## src/inc/gear_offset_pkg.sv

```systemverilog
// Parameter keys, field layouts, reset values and timing for offset positioning
package gear_offset_pkg;

  // Parameter keys: index in the high byte, subindex in the low byte
  localparam logic [15:0] KEY_ABS_TARGET   = 16'h2701;
  localparam logic [15:0] KEY_OFS_STATUS   = 16'h2702;
  localparam logic [15:0] KEY_REL_TRAVEL   = 16'h2703;
  localparam logic [15:0] KEY_SPEED_SET    = 16'h2705;
  localparam logic [15:0] KEY_ORIGIN_SIZE  = 16'h2706;
  localparam logic [15:0] KEY_ACCEL_RAMP   = 16'h2707;
  localparam logic [15:0] KEY_DECEL_RAMP   = 16'h2708;
  localparam logic [15:0] KEY_REF_START    = 16'h2801;
  localparam logic [15:0] KEY_REF_STATUS   = 16'h2802;
  localparam logic [15:0] KEY_DIM_SET      = 16'h2803;
  localparam logic [15:0] KEY_MODE_STATUS  = 16'h1c03;
  localparam logic [15:0] KEY_MON_TARGET   = 16'h1f29;
  localparam logic [15:0] KEY_MON_POSITION = 16'h1f2a;
  localparam logic [15:0] KEY_MON_SPEED    = 16'h1f2b;

  // Status word bit positions
  localparam int unsigned BIT_UNUSED       = 4;
  localparam int unsigned BIT_SET_REACHED  = 13;
  localparam int unsigned BIT_MOTION_END   = 14;
  localparam int unsigned BIT_MOTION_ERR   = 15;
  localparam int unsigned BIT_REF_OK       = 5;

  // Reset values
  localparam logic [31:0] RST_ABS_TARGET   = 32'h0000_0000;
  localparam logic [31:0] RST_REL_TRAVEL   = 32'h0000_0000;
  localparam logic [31:0] RST_SPEED_SET    = 32'h0000_003c;
  localparam logic [31:0] RST_ORIGIN_SIZE  = 32'h0000_0000;
  localparam logic [31:0] RST_ACCEL_RAMP   = 32'h0000_0258;
  localparam logic [31:0] RST_DECEL_RAMP   = 32'h0000_0258;

  // Speed ceiling in increments per control cycle
  localparam logic [15:0] SPEED_LIMIT      = 16'h2ee0;
  // Ramp in r.p.m/s scaled down to increments per cycle per cycle
  localparam int unsigned RAMP_SHIFT       = 6;
  localparam logic [3:0]  REF_TYPE_MAX     = 4'h8;

  // Control cycle timing
  localparam int unsigned CLK_PERIOD_NS    = 8;
  localparam int unsigned CTRL_CYCLE_NS    = 1000000;
  localparam int unsigned CTRL_CYCLE_CLKS  = CTRL_CYCLE_NS / CLK_PERIOD_NS;

  typedef enum logic [1:0] {
    OFS_IDLE = 2'b01,
    OFS_RUN  = 2'b10
  } ofs_state_t;

  typedef enum logic [1:0] {
    REF_IDLE = 2'b01,
    REF_MOVE = 2'b10
  } ref_state_t;

endpackage

```

## src/logic/gear_offset_positioning.sv

```systemverilog
// Offset positioning superimposed on electronic gear, plus referencing control
`timescale 1ns/1ps
module gear_offset_positioning
  import gear_offset_pkg::*;
#(
  parameter int unsigned CTRL_CLKS = gear_offset_pkg::CTRL_CYCLE_CLKS
)(
  input  wire logic        core_clk_in,
  input  wire logic        rst_b_in,
  input  wire logic        param_wr_in,
  input  wire logic        param_rd_in,
  input  wire logic [7:0]  param_index_in,
  input  wire logic [7:0]  param_subindex_in,
  input  wire logic [31:0] param_wdata_in,
  output logic      [31:0] param_rdata_out,
  output logic             param_err_out,
  input  wire logic        gear_mode_in,
  input  wire logic        gear_proc_active_in,
  input  wire logic [31:0] gear_setpoint_in,
  output logic      [31:0] position_setpoint_out,
  input  wire logic        positive_limit_switch_in,
  input  wire logic        negative_limit_switch_in,
  input  wire logic        hardware_stop_input_in,
  input  wire logic        reference_switch_stop_in,
  input  wire logic        soft_positive_limit_in,
  input  wire logic        soft_negative_limit_in,
  input  wire logic        soft_stop_in,
  input  wire logic        standstill_in,
  input  wire logic        ref_move_done_in,
  input  wire logic        ref_move_fail_in,
  output logic             ref_move_req_out,
  output logic      [3:0]  ref_move_type_out,
  output logic             mode_change_lock_out,
  output logic             pos_preset_out,
  output logic      [31:0] pos_preset_value_out
);
  import gear_offset_pkg::*;

  typedef struct packed {
    ofs_state_t  ofs;
    ref_state_t  refs;
    logic [19:0] tick;
    logic [31:0] abs_tgt;
    logic [31:0] rel_trv;
    logic [31:0] spd_set;
    logic [31:0] acc;
    logic [31:0] dec;
    logic [31:0] sizing;
    logic [31:0] tgt;
    logic [31:0] pos;
    logic [31:0] delta;
    logic [15:0] spd;
    logic        dir_neg;
    logic [15:0] ofs_stat;
    logic [15:0] ref_stat;
    logic        ref_ok;
    logic [3:0]  ref_type;
    logic        preset;
    logic [31:0] preset_val;
    logic [31:0] applied;
    logic [31:0] setpoint;
    logic [31:0] rdata;
    logic        err;
  } state_t;

  state_t s_reg;
  state_t s_next;

  logic [15:0] key;
  logic        tick_now;
  logic [7:0]  err_bits;
  logic        err_any;
  logic [32:0] rem;
  logic [32:0] mag;
  logic [15:0] acc_step;
  logic [15:0] dec_step;
  logic [15:0] vmax;
  logic [49:0] brake_lhs;
  logic [49:0] brake_rhs;
  logic [16:0] spd_sum;
  logic [15:0] spd_new;
  logic [32:0] step;
  logic        abs_wr;
  logic        rel_wr;
  logic        cmd_wr;
  logic        size_wr;
  logic        gear_run;

  // Ramp in r.p.m/s to a per-cycle step, never zero so a move always ends
  function automatic logic [15:0] ramp_step(input logic [31:0] ramp);
    logic [31:0] sh;
    sh = ramp >> RAMP_SHIFT;
    if (sh > 32'h0000_ffff)
      return 16'hffff;
    else if (sh == 32'h0000_0000)
      return 16'h0001;
    else
      return sh[15:0];
  endfunction

  function automatic logic [15:0] speed_clamp(input logic [31:0] v);
    logic [31:0] a;
    a = v[31] ? (32'h0000_0000 - v) : v;
    if (a > {16'h0000, SPEED_LIMIT})
      return SPEED_LIMIT;
    else if (a == 32'h0000_0000)
      return 16'h0001;
    else
      return a[15:0];
  endfunction

  assign key      = {param_index_in, param_subindex_in};
  assign tick_now = (s_reg.tick == 20'(CTRL_CLKS - 1));
  // Bit 4 stays clear
  assign err_bits = {soft_stop_in, soft_negative_limit_in, soft_positive_limit_in, 1'b0,
                     reference_switch_stop_in, hardware_stop_input_in,
                     negative_limit_switch_in, positive_limit_switch_in};
  assign err_any  = |err_bits;
  assign abs_wr   = param_wr_in && (key == KEY_ABS_TARGET);
  assign rel_wr   = param_wr_in && (key == KEY_REL_TRAVEL);
  assign cmd_wr   = abs_wr || rel_wr;
  assign size_wr  = param_wr_in && (key == KEY_ORIGIN_SIZE);
  assign gear_run = gear_mode_in && gear_proc_active_in;

  always_comb
  begin
    s_next = s_reg;
    rem       = 33'h0_0000_0000;
    mag       = 33'h0_0000_0000;
    brake_lhs = 50'h0;
    brake_rhs = 50'h0;
    spd_sum   = 17'h0_0000;
    spd_new   = 16'h0000;
    step      = 33'h0_0000_0000;
    acc_step  = ramp_step(s_reg.acc);
    dec_step  = ramp_step(s_reg.dec);
    vmax      = speed_clamp(s_reg.spd_set);
    s_next.tick   = tick_now ? 20'h0_0000 : s_reg.tick + 20'h0_0001;
    s_next.err    = 1'b0;
    s_next.preset = 1'b0;

    // Parameter writes; values are raw increments, no scaling
    if (param_wr_in)
    begin
      case (key)
        KEY_ABS_TARGET:  s_next.abs_tgt = param_wdata_in;
        KEY_REL_TRAVEL:  s_next.rel_trv = param_wdata_in;
        KEY_SPEED_SET:   s_next.spd_set = param_wdata_in;
        KEY_ACCEL_RAMP:  s_next.acc     = param_wdata_in;
        KEY_DECEL_RAMP:  s_next.dec     = param_wdata_in;
        KEY_ORIGIN_SIZE:
        begin
          // Shift origin but keep applied offset unchanged
          s_next.sizing = param_wdata_in;
          s_next.delta  = s_reg.pos + s_reg.delta - param_wdata_in;
          s_next.pos    = param_wdata_in;
          s_next.tgt    = param_wdata_in + (s_reg.tgt - s_reg.pos);
        end
        KEY_REF_START:
        begin
          // Referencing requested by the master over the parameter channel
          if (s_reg.refs == REF_IDLE && param_wdata_in[31:4] == 28'h000_0000
              && param_wdata_in[3:0] != 4'h0 && param_wdata_in[3:0] <= REF_TYPE_MAX)
          begin
            s_next.refs     = REF_MOVE;
            s_next.ref_type = param_wdata_in[3:0];
            s_next.ref_ok   = 1'b0;
            s_next.ref_stat = 16'h0000;
          end
          else
            s_next.err = 1'b1;
        end
        KEY_DIM_SET:
        begin
          // Only at standstill and never during a reference movement
          if (s_reg.refs == REF_IDLE && standstill_in)
          begin
            s_next.preset     = 1'b1;
            s_next.preset_val = param_wdata_in;
            s_next.ref_ok     = 1'b1;
            s_next.ref_stat   = 16'h0000;
            s_next.ref_stat[BIT_MOTION_END] = 1'b1;
          end
          else
            s_next.err = 1'b1;
        end
        default: s_next.err = 1'b1;
      endcase
    end

    // New command: absolute or relative, freely mixed
    if (cmd_wr)
    begin
      s_next.tgt      = abs_wr ? param_wdata_in : s_reg.tgt + param_wdata_in;
      s_next.ofs_stat = 16'h0000;
      if (gear_run)
        s_next.ofs = OFS_RUN;
      else
      begin
        // Gear processing off: jump straight to target, no ramps
        s_next.pos = s_next.tgt;
        s_next.spd = 16'h0000;
        s_next.ofs = OFS_IDLE;
        s_next.ofs_stat[BIT_SET_REACHED] = 1'b1;
        s_next.ofs_stat[BIT_MOTION_END]  = 1'b1;
      end
    end

    // Ramp generator, one step per control cycle
    // Sizing rewrites pos itself, so that cycle's tick is skipped
    if (s_reg.ofs == OFS_RUN && tick_now && !cmd_wr && !size_wr)
    begin
      rem = {s_reg.tgt[31], s_reg.tgt} - {s_reg.pos[31], s_reg.pos};
      mag = rem[32] ? (33'h0_0000_0000 - rem) : rem;
      if (mag == 33'h0_0000_0000)
      begin
        s_next.ofs = OFS_IDLE;
        s_next.spd = 16'h0000;
        s_next.ofs_stat[BIT_SET_REACHED] = 1'b1;
        s_next.ofs_stat[BIT_MOTION_END]  = 1'b1;
      end
      else
      begin
        // Brake once stopping distance spd^2/2dec reaches the remainder
        brake_lhs = 50'(s_reg.spd) * 50'(s_reg.spd);
        brake_rhs = (50'(dec_step) * 50'(mag)) << 1;
        spd_sum   = {1'b0, s_reg.spd} + {1'b0, acc_step};
        if (brake_lhs >= brake_rhs)
          spd_new = (s_reg.spd > dec_step) ? s_reg.spd - dec_step : 16'h0001;
        else if (spd_sum > {1'b0, vmax})
          spd_new = vmax;
        else
          spd_new = spd_sum[15:0];
        step = ({17'h0_0000, spd_new} > mag) ? mag : {17'h0_0000, spd_new};
        s_next.spd     = spd_new;
        s_next.dir_neg = rem[32];
        s_next.pos     = rem[32] ? s_reg.pos - step[31:0] : s_reg.pos + step[31:0];
      end
    end

    // Completion wins over aborts in the same cycle
    if (s_next.ofs == OFS_RUN && (!gear_mode_in || err_any))
    begin
      s_next.ofs = OFS_IDLE;
      s_next.spd = 16'h0000;
      s_next.tgt = s_next.pos;
      s_next.ofs_stat[7:0] = s_reg.ofs_stat[7:0] | err_bits;
      s_next.ofs_stat[BIT_MOTION_END] = 1'b1;
      s_next.ofs_stat[BIT_MOTION_ERR] = 1'b1;
    end

    // Reference movement outcome
    if (s_reg.refs == REF_MOVE)
    begin
      if (ref_move_done_in)
      begin
        s_next.refs   = REF_IDLE;
        s_next.ref_ok = 1'b1;
        s_next.ref_stat[BIT_MOTION_END] = 1'b1;
      end
      else if (ref_move_fail_in)
      begin
        // Interrupted: point stays invalid until a full rerun or a dimension setting
        s_next.refs = REF_IDLE;
        s_next.ref_stat[7:0] = err_bits;
        s_next.ref_stat[BIT_MOTION_END] = 1'b1;
        s_next.ref_stat[BIT_MOTION_ERR] = 1'b1;
      end
    end

    s_next.applied  = s_next.pos + s_next.delta;
    s_next.setpoint = gear_setpoint_in + s_next.applied;

    if (param_rd_in)
    begin
      s_next.err = 1'b0;
      case (key)
        KEY_ABS_TARGET:   s_next.rdata = s_reg.abs_tgt;
        KEY_OFS_STATUS:   s_next.rdata = {16'h0000, s_reg.ofs_stat};
        KEY_REL_TRAVEL:   s_next.rdata = s_reg.rel_trv;
        KEY_SPEED_SET:    s_next.rdata = s_reg.spd_set;
        KEY_ORIGIN_SIZE:  s_next.rdata = s_reg.sizing;
        KEY_ACCEL_RAMP:   s_next.rdata = s_reg.acc;
        KEY_DECEL_RAMP:   s_next.rdata = s_reg.dec;
        KEY_MON_TARGET:   s_next.rdata = s_reg.tgt;
        KEY_MON_POSITION: s_next.rdata = s_reg.pos;
        KEY_MON_SPEED:
          s_next.rdata = s_reg.dir_neg ? 32'h0000_0000 - {16'h0000, s_reg.spd}
                                       : {16'h0000, s_reg.spd};
        KEY_REF_START:    s_next.rdata = {28'h000_0000, s_reg.ref_type};
        KEY_REF_STATUS:   s_next.rdata = {16'h0000, s_reg.ref_stat};
        KEY_MODE_STATUS:  s_next.rdata = 32'(s_reg.ref_ok) << BIT_REF_OK;
        default:
        begin
          s_next.rdata = 32'h0000_0000;
          s_next.err   = 1'b1;
        end
      endcase
    end
  end

  always_ff @(posedge core_clk_in or negedge rst_b_in)
  begin
    if (!rst_b_in)
    begin
      s_reg <= '{ofs: OFS_IDLE, refs: REF_IDLE, tick: 20'h0_0000,
                 abs_tgt: RST_ABS_TARGET, rel_trv: RST_REL_TRAVEL,
                 spd_set: RST_SPEED_SET, acc: RST_ACCEL_RAMP, dec: RST_DECEL_RAMP,
                 sizing: RST_ORIGIN_SIZE, tgt: 32'h0000_0000, pos: 32'h0000_0000,
                 delta: 32'h0000_0000, spd: 16'h0000, dir_neg: 1'b0,
                 ofs_stat: 16'h0000, ref_stat: 16'h0000, ref_ok: 1'b0,
                 ref_type: 4'h0, preset: 1'b0, preset_val: 32'h0000_0000,
                 applied: 32'h0000_0000, setpoint: 32'h0000_0000,
                 rdata: 32'h0000_0000, err: 1'b0};
    end
    else
      s_reg <= s_next;
  end

  assign param_rdata_out       = s_reg.rdata;
  assign param_err_out         = s_reg.err;
  assign position_setpoint_out = s_reg.setpoint;
  assign ref_move_req_out      = (s_reg.refs == REF_MOVE);
  assign ref_move_type_out     = s_reg.ref_type;
  assign mode_change_lock_out  = (s_reg.refs == REF_MOVE);
  assign pos_preset_out        = s_reg.preset;
  assign pos_preset_value_out  = s_reg.preset_val;
endmodule
```

## config.mk

```make
export PLATFORM = sky130hd
export DESIGN_NAME = gear_offset_positioning
export DESIGN_NICKNAME = d
export VERILOG_FILES = /design/src/inc/gear_offset_pkg.sv /design/src/logic/gear_offset_positioning.sv
export SDC_FILE = /design/constraint.sdc
export NUM_CORES = 2
export LEC_CHECK = 0
export BUFFER_PORTS_ARGS = -buffer_cell sky130_fd_sc_hd__buf_2
export CELL_PAD_IN_SITES_DETAIL_PLACEMENT = 1
export CELL_PAD_IN_SITES_GLOBAL_PLACEMENT = 1
export CORE_MARGIN = 1.5
export CORE_UTILIZATION = 33
export CTS_BUF_LIST = sky130_fd_sc_hd__clkbuf_4
export DETAILED_ROUTE_END_ITERATION = 10
export GPL_ROUTABILITY_DRIVEN = 1
export MAX_ROUTING_LAYER = met4
export PLACE_DENSITY = 0.63
export REMOVE_ABC_BUFFERS = 1
export SLEW_MARGIN = 25
export SYNTH_ARGS = -nofsm -noshare
export SYNTH_HDL_FRONTEND = slang
export SYNTH_SLANG_ARGS = --single-unit
```

## constraint.sdc

```tcl
create_clock -name core_clk_in -period 22.8 [get_ports core_clk_in]
set_clock_uncertainty 0.15 [all_clocks]
set_input_delay 3.42 -clock core_clk_in [delete_from_list [all_inputs] [get_ports core_clk_in]]
set_output_delay 3.42 -clock core_clk_in [all_outputs]
set_load 0.01 [all_outputs]
```

==> flow_metrics.tcl <==
set metrics [dict create \
    async_reset_ff_frac 1.00 \
    cts_buffers 132 \
    worst_path_most_repeated_cell "o21a_1" \
    io_buffer_count 199 \
    critPathMaxStageDelay_ps 600 \
    synth_top_area_cell "fa_1" \
    cp.arrival_ps 22450 \
    vias 56295 \
    vdd_drop_max_mv 0.0452 \
    dpl_cell_area_um2 67000 \
    wl_per_cell_um 24.5 \
    dp_hpwl_mm 204 \
    clockBufferDepth 3 \
    insertion_delay_ps 1150 \
    leakage_nw 34.4 \
    synth-edff-count 0 \
    via_per_inst 5.45 \
    ant_nets 0 \
    grtUsageTotal 0.269 \
    min_period_over_period 0.949 \
    synth_area_per_cell_um2 8.32 \
    fin_area_um2 69100 \
    critPathKind "flip-flop to flip-flop" \
    routabilityCongestion 0.963 \
    synth_area_leaders "fa_1, dfrtp_1, ha_1" \
    startpoint "s_reg[224]" \
    rows 160 \
    fp.dieW_um 441 \
    worst_path_max_delay_cell "nor3_1" \
    grt_overflow 0 \
    min_from "s_reg[492]" \
    first_global_vias 60487 \
    synth_common_cells "inv_1, nand2_1, fa_1" \
    dieArea_um2 194000 \
    maxCapViolations 0 \
    whs_ps 329 \
    core_area_um2 190000 \
    cts_max_level 4 \
    endpoint_kind "flip-flop" \
    total_power_mw 1.92 \
    hold_viol 0 \
    fin_crit_ps 21630 \
    num-nets-final 9025 \
    max_freq_ghz 0.0462 \
    ios 200 \
    start_kind "flip-flop" \
    timing.rr.start "s_reg[224]" \
    die_h_um 441 \
    wirelength_mm 253 \
    slew_headroom 0.234 \
    ys_seq_area_frac 0.179 \
    netlist_instances 7598 \
    grt_pass1_wl_mm 384 \
    synth_top_area_share 0.220 \
    layout-drive-gt1-share 0.109 \
    clkTransAtPathRegs_ps 80 \
    synth.yosys.warnings 0 \
    area_growth_pct 9.34 \
    tightestPinTransition_ps 1150 \
    fin_ws_ps 1170 \
    largest_register_ffs 350 \
    ys.flop_type "dfrtp_1" \
    yosysUniqueCellTypes 113 \
    hp-class "flip-flop to flip-flop" \
    outcome "complete, no violations" \
    start_util 0.332 \
    cts_root_buf "clkbuf_4" \
    synth.most_common_cell "inv_1" \
    setup_viol 0 \
    synth_area_um2 63200 \
    slew_viol_final 0 \
    drt_iter0_markers 3305 \
    pre_cts_ws_ps 128 \
    powerDensity_nw_per_um2 27.8 \
    cts_num_sinks 452 \
    post-route-util 0.364 \
    synth_seq_cells 452 \
    crit_fanout 16 \
    antenna_found_initial 5 \
    post-route-drc-count 0 \
    drt_pass1_iterations 8 \
    critPathRequiredTime_ps 23620 \
    cts_hold_repair.buffers 0 \
    grt_max_degree 134 \
    cts_tree "done" \
]
final cells by class:
class,instances,area [um^2]
Timing Repair Buffer,396,2530
Multi-Input combinational cell,5555,46000
Clock inverter,30,224
Inverter,1187,4470
Tap cell,2511,3140
Clock buffer,188,1410
Sequential cell,452,11300
Fill cell,22876,121000
Antenna cell,6,15.0
worst max-delay path, delay by kind of cell, from the launching register on:
| kind | cells | cell delay [ps] |
|---|---|---|
| AOI/OAI and AO/OA | 36 | 8220 |
| adders and majority gates | 13 | 5400 |
| and+or+nand+nor | 22 | 4840 |
| buffers and inverters | 9 | 1140 |
| xor gates and xnor gates | 4 | 1050 |
| DFF | 1 | 440 |
| muxes | 1 | 180 |
per-layer routing:
metal	vias to the layer above	track usage	part of all wire	wire length (um)
li1	25426	-	-	-
met1	28876	0.340	0.43	110000
met2	1588	0.442	0.48	120000
met3	405	0.0249	0.045	11500
met4	0	0.106	0.044	11200
met5	-	-	0	0
final timing paths:
path                                                  end  slack (ps)  cells after the start
worst max-delay path            position_setpoint_out[31]        1170                     85
worst min-delay path                           s_reg[492]         330                      2
worst max register to register  position_setpoint_out[31]        1170                     85
worst min register to register                 s_reg[492]         330                      2
max in group asynchronous                      s_reg[173]       18180                      3
min in group asynchronous                      s_reg[211]        2170                      1
through the flow:
step	setup TNS (ps)	std cells
2_1_floorplan	0	7194
3_3_place_gp	0	10081
3_5_place_dp	0	10081
4_1_cts	0	10299
5_1_grt	-31.9	10324
6_report	0	10325
timing repair:
action,in CTS,in global routing
buffers inserted,0,19
resized for setup,0,68
setup endpoints to repair,0,10
power breakdown:
part / switching, mW / leakage [nW] / internal [mW]
combinational: 0.181 / 27.5 / 0.101
clock: 0.403 / 0.959 / 0.411
sequential: 0.00777 / 5.89 / 0.817
cells in the final DEF, fill, tap and decap left out, types with 188 or more instances in the layout:
cell      synthesis  routed
a21oi_1         307     302
buf_2            12     198
buf_4           103     193
clkbuf_4          0     188
dfrtp_1         438     437
fa_1            695     695
ha_1            510     506
inv_1          1168    1165
nand2_1         953     947
nor2_1          607     600
o21ai_0         417     407
xnor2_1         228     219
cells by family after synthesis:
group | share of synthesized area
and+or+nand+nor | 0.172
buffers and inverters | 0.101
AOI/OAI and AO/OA | 0.159
adders and majority gates | 0.321
DFF | 0.179
xor gates and xnor gates | 0.0502
muxes | 0.0171
other | 0.0000593
Power figures use the tool's default switching activity.
